[config.mk]
export PLATFORM = sky130hd
export DESIGN_NAME = cmd_interp
export DESIGN_NICKNAME = d
export VERILOG_FILES = /design/src/rtl/cmd_interp_pkg.sv /design/src/rtl/cmd_interp.sv
export SDC_FILE = /design/constraint.sdc
export NUM_CORES = 1
export LEC_CHECK = 0
export BUFFER_PORTS_ARGS = -buffer_cell sky130_fd_sc_hd__buf_2
export CORE_ASPECT_RATIO = 2
export CORE_MARGIN = 5
export CORE_UTILIZATION = 43
export DETAILED_ROUTE_END_ITERATION = 7
export RECOVER_POWER = 100
export SKIP_LAST_GASP = 1
export SYNTH_ARGS = -nofsm -noshare
export SYNTH_HDL_FRONTEND = slang
export SYNTH_SLANG_ARGS = --single-unit
[constraint.sdc]
create_clock -name i_clock -period 4.86 [get_ports i_clock]
set_input_delay 0.243 -clock i_clock [delete_from_list [all_inputs] [get_ports i_clock]]
set_output_delay 0.243 -clock i_clock [all_outputs]
set_load 0.01 [all_outputs]
[src/rtl/cmd_interp_pkg.sv]
// Purpose: Constants and types for the configuration command interpreter.
// Assumes: Commands arrive as pre-parsed byte strobes from two serial ports.
// Notes: Overview list below; the interpreter itself is in cmd_interp.sv.
// Overview of operation
// - Command bytes are accepted from both the terminal port and the host port.
// - A command runs as soon as its terminating byte arrives, with no confirm step; a write lands on its value byte.
// - Parameter writes change only the working set, never the stored copy.
// - The save command copies the whole working set to the stored copy.
// - A well-formed command is echoed back, except the query which answers instead.
// - The parameter-mode command leaves reading mode and drops the ready indicator.
// - The reading-mode command resumes reading and raises the ready indicator.
// - The trigger query returns the reading-pulse parameter (entry 0) in encoded form.
// - Each unknown parameter or rejected value raises its own warning pulse.
`default_nettype none
package cmd_interp_pkg;
  localparam int NUM_PARAMS = 8;
  localparam int IDX_W = 3;
  localparam logic [7:0] CMD_TERM = 8'h0D;
  // Single-character opcodes of the simplified command language
  localparam logic [7:0] OP_PARAM_MODE = 8'h50;
  localparam logic [7:0] OP_READ_MODE = 8'h52;
  localparam logic [7:0] OP_WRITE = 8'h57;
  localparam logic [7:0] OP_SAVE = 8'h45;
  localparam logic [7:0] OP_QUERY = 8'h3F;
  localparam logic [IDX_W-1:0] TRIG_PARAM_IDX = 3'h0;
  localparam logic [7:0] QUERY_TAG = 8'h54;
  localparam logic [7:0] PARAM_RESET = 8'h00;
  typedef enum logic [2:0] {ST_BOOT, ST_OP, ST_ARG1, ST_ARG2, ST_WAIT, ST_SAVE}
    phase_type;
endpackage
`default_nettype wire

[src/rtl/cmd_interp.sv]
// Purpose: Executes configuration commands received on two byte ports.
// Assumes: Command framing: opcode, optional index and value bytes, then CR.
// Notes: Stored copy is modelled as a register array standing in for EEPROM.
`default_nettype none
module cmd_interp
  import cmd_interp_pkg::*;
(
  // Clock and reset
  input wire logic i_clock,
  input wire logic i_rst_n,
  input wire logic i_ce,
  // Terminal port bytes
  input wire logic i_term_valid,
  input wire logic [7:0] i_term_data,
  // Host port bytes
  input wire logic i_host_valid,
  input wire logic [7:0] i_host_data,
  // Reply bytes
  output logic o_tx_valid,
  output logic [7:0] o_tx_data,
  // Status
  output logic o_ready,
  output logic o_warn,
  output logic o_saved
);
  typedef struct packed {
    phase_type ph;
    logic [7:0] op;
    logic [IDX_W-1:0] idx;
    logic bad;
    logic [IDX_W-1:0] cnt;
    logic ready;
    logic warn;
    logic saved;
    logic tx_valid;
    logic [7:0] tx_data;
  } state_type;

  state_type s_q, s_d;
  logic [7:0] work_q [NUM_PARAMS];
  // Power-on content; survives reset, as a stored copy must
  logic [7:0] store_q [NUM_PARAMS] = '{default: PARAM_RESET};
  logic in_valid;
  logic [7:0] in_data;
  logic wr_en;
  logic [7:0] wr_val;

  // Host port loses a tie; the terminal is the service channel
  assign in_valid = i_term_valid | i_host_valid;
  assign in_data = i_term_valid ? i_term_data : i_host_data;

  always_comb begin
    s_d = s_q;
    wr_en = 1'b0;
    wr_val = in_data;
    s_d.warn = 1'b0;
    s_d.saved = 1'b0;
    s_d.tx_valid = 1'b0;
    unique case (s_q.ph)
      ST_BOOT: begin
        // Copy stored set into working set, one entry per cycle
        s_d.cnt = s_q.cnt + 3'h1;
        if (s_q.cnt == IDX_W'(NUM_PARAMS - 1)) begin
          s_d.ph = ST_OP;
          s_d.ready = 1'b1;
        end
      end
      ST_OP: begin
        if (in_valid && in_data != CMD_TERM) begin
          s_d.op = in_data;
          s_d.bad = !(in_data inside {OP_PARAM_MODE, OP_READ_MODE, OP_WRITE,
            OP_SAVE, OP_QUERY});
          s_d.ph = (in_data == OP_WRITE) ? ST_ARG1 : ST_WAIT;
        end
      end
      ST_ARG1: begin
        if (in_valid) begin
          s_d.idx = in_data[IDX_W-1:0];
          s_d.bad = in_data >= 8'(NUM_PARAMS);
          s_d.ph = ST_ARG2;
        end
      end
      ST_ARG2: begin
        // A rejected index still consumes its value byte
        if (in_valid) begin
          if (!s_q.bad) begin
            wr_en = 1'b1;
          end
          s_d.warn = s_q.bad;
          s_d.ph = ST_WAIT;
        end
      end
      ST_WAIT: begin
        if (in_valid && in_data == CMD_TERM) begin
          // Executed on the terminator; only the save echo is held back until the copy ends
          s_d.ph = ST_OP;
          if (s_q.bad && s_q.op != OP_WRITE) begin
            s_d.warn = 1'b1;
          end else if (!s_q.bad) begin
            s_d.tx_valid = 1'b1;
            s_d.tx_data = s_q.op;
            if (s_q.op == OP_PARAM_MODE) begin
              s_d.ready = 1'b0;
            end
            if (s_q.op == OP_READ_MODE) begin
              s_d.ready = 1'b1;
            end
            if (s_q.op == OP_QUERY) begin
              // Query answers with tagged encoding instead of an echo
              s_d.tx_data = QUERY_TAG ^ work_q[TRIG_PARAM_IDX];
            end
            if (s_q.op == OP_SAVE) begin
              s_d.tx_valid = 1'b0;
              s_d.cnt = '0;
              s_d.ph = ST_SAVE;
            end
          end
        end
      end
      ST_SAVE: begin
        // Port bytes during the save are dropped
        // Echo waits for the copy so the sender knows the save is safe
        s_d.cnt = s_q.cnt + 3'h1;
        if (s_q.cnt == IDX_W'(NUM_PARAMS - 1)) begin
          s_d.ph = ST_OP;
          s_d.saved = 1'b1;
          s_d.tx_valid = 1'b1;
          s_d.tx_data = OP_SAVE;
        end
      end
    endcase
  end

  always_ff @(posedge i_clock or negedge i_rst_n) begin
    if (!i_rst_n) begin
      s_q <= '{ph: ST_BOOT, op: 8'h00, idx: '0, bad: 1'b0, cnt: '0, ready: 1'b0,
        warn: 1'b0, saved: 1'b0, tx_valid: 1'b0, tx_data: 8'h00};
    end else if (i_ce) begin
      s_q <= s_d;
    end
  end

  // Arrays have no reset: boot copy defines the working set
  always_ff @(posedge i_clock) begin
    if (i_ce) begin
      if (s_q.ph == ST_BOOT) begin
        work_q[s_q.cnt] <= store_q[s_q.cnt];
      end else if (wr_en) begin
        work_q[s_q.idx] <= wr_val;
      end
      if (s_q.ph == ST_SAVE) begin
        store_q[s_q.cnt] <= work_q[s_q.cnt];
      end
    end
  end

  assign o_tx_valid = s_q.tx_valid;
  assign o_tx_data = s_q.tx_data;
  assign o_ready = s_q.ready;
  assign o_warn = s_q.warn;
  assign o_saved = s_q.saved;

  AST_PARAM_MODE: assert property (@(posedge i_clock) disable iff (!i_rst_n)
    (i_ce && s_q.ph == ST_WAIT && in_valid && in_data == CMD_TERM && !s_q.bad
      && s_q.op == OP_PARAM_MODE) |=> !o_ready && o_tx_valid)
    else $error("ready not dropped by parameter mode");
  AST_READ_MODE: assert property (@(posedge i_clock) disable iff (!i_rst_n)
    (i_ce && s_q.ph == ST_WAIT && in_valid && in_data == CMD_TERM && !s_q.bad
      && s_q.op == OP_READ_MODE) |=> o_ready)
    else $error("ready not raised by reading mode");
  AST_SAVE_LEN: assert property (@(posedge i_clock) disable iff (!i_rst_n)
    $rose(s_q.ph == ST_SAVE) && i_ce |-> ##[7:64] o_saved)
    else $error("save did not finish");
  AST_BOOT_READY: assert property (@(posedge i_clock) disable iff (!i_rst_n)
    (s_q.ph == ST_BOOT) |-> !o_ready)
    else $error("ready during boot load");
  AST_WARN_BAD: assert property (@(posedge i_clock) disable iff (!i_rst_n)
    (i_ce && s_q.ph == ST_ARG2 && in_valid && s_q.bad) |=> o_warn && !o_tx_valid)
    else $error("rejected value gave no warning");
  AST_NO_STORE_WR: assert property (@(posedge i_clock) disable iff (!i_rst_n)
    (s_q.ph != ST_SAVE) |=> $stable(store_q[0]))
    else $error("stored copy changed outside save");
  AST_QUERY: assert property (@(posedge i_clock) disable iff (!i_rst_n)
    (i_ce && s_q.ph == ST_WAIT && in_valid && in_data == CMD_TERM && !s_q.bad
      && s_q.op == OP_QUERY) |=> o_tx_valid && o_tx_data == (QUERY_TAG ^ work_q[0]))
    else $error("query reply wrong");
  AST_ECHO_WHEN_OK: assert property (@(posedge i_clock) disable iff (!i_rst_n)
    o_warn |-> !o_tx_valid)
    else $error("echo on a warned command");
  AST_TERM_WINS: assert property (@(posedge i_clock) disable iff (!i_rst_n)
    (i_ce && s_q.ph == ST_OP && i_term_valid && i_host_valid && i_term_data != CMD_TERM)
      |=> s_q.op == $past(i_term_data))
    else $error("host byte won a tie with the terminal");
  AST_WRITE_LANDS: assert property (@(posedge i_clock) disable iff (!i_rst_n)
    (i_ce && s_q.ph == ST_ARG2 && in_valid && !s_q.bad)
      |=> work_q[$past(s_q.idx)] == $past(in_data))
    else $error("accepted value missing from working set");
  AST_WRITE_ECHO: assert property (@(posedge i_clock) disable iff (!i_rst_n)
    (i_ce && s_q.ph == ST_WAIT && in_valid && in_data == CMD_TERM && !s_q.bad
      && s_q.op == OP_WRITE) |=> o_tx_valid && o_tx_data == OP_WRITE)
    else $error("write not echoed at its terminator");
  AST_BAD_OP_WARN: assert property (@(posedge i_clock) disable iff (!i_rst_n)
    (i_ce && s_q.ph == ST_WAIT && in_valid && in_data == CMD_TERM && s_q.bad
      && s_q.op != OP_WRITE) |=> o_warn && !o_tx_valid)
    else $error("unknown command gave no warning");
  AST_SAVE_ECHO: assert property (@(posedge i_clock) disable iff (!i_rst_n)
    o_saved |-> o_tx_valid && o_tx_data == OP_SAVE)
    else $error("save finished without its echo");
  AST_BOOT_DONE: assert property (@(posedge i_clock) disable iff (!i_rst_n)
    (i_ce && s_q.ph == ST_BOOT && s_q.cnt == IDX_W'(NUM_PARAMS - 1)) |=> o_ready)
    else $error("reading mode not entered after boot load");
  // Enable low must hold every field, pulses included
  AST_CE_FREEZE: assert property (@(posedge i_clock) disable iff (!i_rst_n)
    !i_ce |=> $stable(s_q))
    else $error("state moved while clock enable low");

  COV_SAVE: cover property (@(posedge i_clock) disable iff (!i_rst_n) o_saved);
  COV_WARN: cover property (@(posedge i_clock) disable iff (!i_rst_n) o_warn);
  COV_PMODE: cover property (@(posedge i_clock) disable iff (!i_rst_n) $fell(o_ready));
  COV_HOST: cover property (@(posedge i_clock) disable iff (!i_rst_n)
    i_host_valid && !i_term_valid && s_q.ph == ST_OP);
  COV_TIE: cover property (@(posedge i_clock) disable iff (!i_rst_n) i_term_valid && i_host_valid);
endmodule
`default_nettype wire

==> Word-level counts from Yosys, hierarchy flattened <==
Memory sizes are Yosys's and may differ from the RTL's.
Index checks and enable logic that the tools add are counted.
{ "word_totals": {"register_bits": 30, "ram_bits": 128, "input_bits": 21, "out_inout_bits": 12, "word_cells": 114, "mem_count": 2} }
{ "classes": {"n_addsub": 1, "magnitude_cmp": 1, "n_eq_ne": 29, "n_mux": 50, "bitwise": 2, "reduce_logical": 19} }
{ "mem_list": {"columns": ["memory", "words", "word_bits", "rd", "rd_ports_with_merged_regs", "write_ports", "line_no", "text"], "rows": [
  ["store_q", 8, 8, 1, 0, 1, "cmd_interp.sv:42", "logic [7:0] store_q [NUM_PARAMS] = '{default: PARAM_RESET};"],
  ["work_q", 8, 8, 2, 0, 1, "cmd_interp.sv:40", "logic [7:0] work_q [NUM_PARAMS];"]
]} }
{ "op_table": {"columns": ["op", "count"], "rows": [
  ["8-bit by 7-bit == test with 1-bit output, second input constant", 7],
  ["3-bit two-way mux", 10],
  ["9-bit two-way mux", 3],
  ["8-bit two-way mux", 3],
  ["1-bit two-way mux", 23],
  ["2-bit != test, second input constant", 9],
  ["9-bit case mux with 2 select lines", 1],
  ["6-bit AND reduction", 3],
  ["8-bit by 6-bit == test with 1-bit output, second input constant", 2],
  ["3-bit case mux with 5 select lines", 1],
  ["11-bit two-way mux", 1],
  ["10-bit two-way mux", 1],
  ["3-bit == test, second input constant", 3],
  ["8-bit by 4-bit == test with 1-bit output, second input constant", 1],
  ["8-bit by 4-bit >= comparator with 1-bit output, second input constant", 1],
  ["4-bit two-way mux", 2],
  ["8-bit by 4-bit != test with 1-bit output, second input constant", 1],
  ["8-bit by 7-bit != test with 1-bit output, second input constant", 1],
  ["2-bit nonzero test", 4],
  ["8-bit OR reduction", 1],
  ["7-bit AND reduction", 1],
  ["3-bit by 2-bit == test with 1-bit output, second input constant", 2],
  ["1-bit case mux with 2 select lines", 3],
  ["3-bit case mux with 2 select lines", 1],
  ["14 further kinds", 17]
]} }

==> Logic depth before layout (Yosys ltp) <==
{ "depth": {"depth_word": 9, "mapped_depth": 8, "ltp_nobuf": 7} }

==> Worst setup path before layout <==
Ideal clock, no wire load.
{ "synth_path": {"kind": "reg-to-reg", "start": "register s_q[28] in the netlist's numbering", "end": "memory work_q[4][0], enable pin", "setup_ns": 0.370, "arrival_ns": 1.864, "t_required_ns": 4.490, "setup_slack_ns": 2.626, "path_stages_with_launch": 8, "n_path_buf": 2, "synth_period_minus_slack_ns": 2.234, "cell_sequence": "dfrtp_1 clkbuf_1 nand3b_1 or3_1 buf_2 nor3b_1 a21oi_1 nor2_1"} }
{ "synth_between": {"elab_chain_len": 8, "elab_cells_between_ends": 13, "classes_between": "eq/ne (1); mux (10); reduce/logical (2)"} }
{ "synth_lines": {"columns": ["item", "line_no", "text"], "rows": [
  ["start: declaration", "cmd_interp.sv:39", "state_type s_q, s_d;"],
  ["start signal: assignment", "cmd_interp.sv:136", "s_q <= '{ph: ST_BOOT, op: 8'h00, idx: '0, bad: 1'b0, cnt: '0, ready: 1'b0,"],
  ["3-bit by 2-bit == test with 1-bit output", "cmd_interp.sv:59", "unique case (s_q.ph)"],
  ["1-bit two-way mux", "cmd_interp.sv:59", null],
  ["1-bit two-way mux", "cmd_interp.sv:148", "end else if (wr_en) begin"],
  ["1-bit two-way mux", "cmd_interp.sv:146", "if (s_q.ph == ST_BOOT) begin"],
  ["1-bit two-way mux", "cmd_interp.sv:145", "if (i_ce) begin"],
  ["1-bit two-way mux (not written as such)", "cmd_interp.sv:149", "work_q[s_q.idx] <= wr_val;"],
  ["8-bit OR reduction (no source line)", null, null],
  ["3-bit two-way mux (no source line) or 1-bit two-way mux (tied branches)", null, null],
  ["end: declaration", "cmd_interp.sv:40", null]
]} }
Several ways; a longest one is shown, not always the timed one.

==> Worst setup path after layout <==
{ "layout_path": {"start": "register s_q[28] in the netlist's numbering", "end": "memory work_q[3][0], enable pin"} }
Same word-level chain as after synthesis.

==> metrics.cfg <==
[grt]
grt_max_degree = 31
gr-usage-all-layers_pct = 20.59
antenna_found_initial = 0
grt_pass1_vias = 4653
overflow = 0
grt_pass1_wl_mm = 27.84

[floorplan]
start_util_pct = 43.35
fp.dieW_um = 98.95
rows = 65
core_area_um2 = 15700
pin_count = 33
die_y_um = 187.9
dieArea_um2 = 18590

[place]
io_buffers = 32
post-dp-hpwl_mm = 13.92
pre_cts_ws_ns = 1.369
place_area_um2 = 7081
gp_congestion = 0.8870

[run_status]
violations = max-capacitance violations, max-slew violations
outcome = finished with violations

[layout]
drive_gt1_share_pct = 11.45
fill_cells = 1400
area_growth_syn_to_layout_pct = 12.01
final_nets = 560
n_antenna_cell = 0
final_area_um2 = 7621

[yosys]
synth_top_family_by_area = compound AO/OA/AOI/OAI gates
yosysMostFrequentCell = edfxtp_1
syn_inst = 513
yosysSeqAreaShare_pct = 67.52
synth_area_um2 = 6804
synth_fa_ha_area_share_pct = 0.3678
synth_compound_area_share_pct = 14.80
synth_common_cells = edfxtp_1 (128), a22oi_1 (58), nor2_1 (54)
yosysWarnings = 0
ys.flop_type = edfxtp_1
synth_nets = 536
synth-seq-cells = 158
synth_edf_count = 128
avgSynthCellArea_um2 = 13.26
synthXorXnorAreaFrac_pct = 0.2574
synth_mux_area_share_pct = 1.269
yosysUniqueCellTypes = 61
synth_top_cell_by_area = edfxtp_1
async_flop_share_pct = 18.99
synth_area_leaders = edfxtp_1 (56%), dfrtp_1 (11%), a22oi_1 (6.4%)
synth_simple_gate_area_share_pct = 12.36
synth_top_area_share_pct = 56.49

[timing]
finalSetupViolCount = 0
drv_slew = 48
slew_headroom_pct = -36.55
period_needed_ns = 3.324
worstMarginPinSlew_ns = 2.030
fin_crit_sh_pct = 68.39
fmax_mhz = 300.9
rsz0062_at_grt = no
timing.final.ws_setup_ns = 1.536
skew_ns = 0.01371
hold_violations = 0
timing.setup.tns_ns = 0

[detailed_routing]
drc_errors = 0
drt-initial-drc-count = 326
drt_pass1_iterations = 5
vias = 4568
ant_nets = 0
totalWireLength_mm = 18.73
post_drt_wl_per_cell_um = 24.93
via_per_inst = 6.083

[clocking]
clock-sinks = 158
clockBufferDepth = 2
cts.clk_slew.worst_paths_ns = 0.06
cts-htree-levels = 4
cts-root-buf = clkbuf_16
cts_tree = built
clock_latency_ns = 0.43
cts_buffers = 17

[setup_path]
end_kind = flip-flop
path_class = reg -> reg
setup.worst_path.start_class = flip-flop
required_ns = 4.91
cp_max_fo = 19
cp_data_arrival_time_ns = 3.37

[power_and_ir_drop]
power.density_nw_per_um2 = 629.8
p_leak_nw = 2.517
peakVddDrop_v = 0.0002399

[hold_path]
holdCritPathClass = in -> reg

[job]
max_cap_viol_count = 2

[routing by layer]
layer | part of all wire (%) | GRT usage [%]
met5 | 0 | 0
met4 | 5.6 | 11.78
met3 | 4.0 | 3.872
met2 | 59 | 40.85
met1 | 32 | 18.36
[critical path: stages, from the launching register on]
cell      delay [ns]
dfrtp_1         0.69
nand3b_1        0.23
nor3_2          0.97
a32oi_1         0.27
nor2_1          0.77
[through the flow]
stage	cells	total power [mW]	utilization [%]	hold WS, ns
2_1_floorplan	513	3.020	-	-0.05259
3_3_place_gp	718	3.486	45.11	0.3317
3_5_place_dp	718	3.519	45.11	0.3464
4_1_cts	751	4.848	48.98	0.1892
5_1_grt	751	5.013	48.55	0.2112
6_report	751	4.800	48.55	0.1902
[where the power goes]
| group | leakage (nW) | internal, mW | switching, mW |
|---|---|---|---|
| Combinational | 0.709 | 0.386 | 0.901 |
| Clock | 0.278 | 0.812 | 0.526 |
| Sequential | 1.53 | 1.97 | 0.208 |
[final cells by class]
cell class	count	area [um^2]	share of cell area, %
sequential	158	4594	60.29
multi-input combinational	311	1949	25.58
clock buffer	20	436.7	5.730
tap	201	251.5	3.300
timing repair buffer	40	195.2	2.561
clock inverter	12	160.2	2.101
inverter	9	33.78	0.4433
[layout by cell type (no fill, tap or decap), types with 3 or more instances in the layout]
cell	count
nor2_1	54
a32oi_1	3
buf_4	4
o21ai_0	11
edfxtp_1	128
inv_1	9
nor2b_1	14
nand2b_1	3
buf_2	19
bufinv_16	3
clkinvlp_4	4
nor3_1	4
a22o_1	4
a22oi_1	58
clkbuf_1	19
a21oi_1	38
o211ai_1	5
and3_1	3
mux2i_1	6
or3_1	4
nand4_1	18
clkbuf_16	17
inv_6	3
nor4_1	5
a221oi_1	3
dfrtp_1	30
nand3_1	9
nand2_1	20
and2_0	4
[cells by family after synthesis]
family | Yosys count
simple gates | 155
mux | 8
buf+inv | 44
xor+xnor | 2
compound gates | 144
flops | 158
fa+ha+maj | 2
[flip-flops by register name, indices dropped and copies added (netlist names)]
register	flops
o_ready	1
o_saved	1
o_tx_data	8
o_tx_valid	1
o_warn	1
s_q	18
store_q	64
work_q	64
[what timing repair did]
item | in CTS | in global routing
buffers inserted | 0 | 0
resized for setup | 0 | 0
endpoints found under the hold margin | 30 | 0
hold buffers | 1 | 0
[final timing paths]
check / from / to / slack, ns / depth (start not counted)
worst max register to register: s_q[28] / work_q[3][0] / 1.54 / 4
max in group asynchronous: i_rst_n / o_tx_data[0] / 3.01 / 2
worst min-delay path: i_ce / o_tx_valid / 0.19 / 3
min in group asynchronous: i_rst_n / s_q[29] / 0.82 / 2
worst min register to register: o_saved / o_saved / 0.48 / 1
worst max-delay path: s_q[28] / work_q[3][0] / 1.54 / 4
No activity file was read; power rests on OpenSTA's default activity.
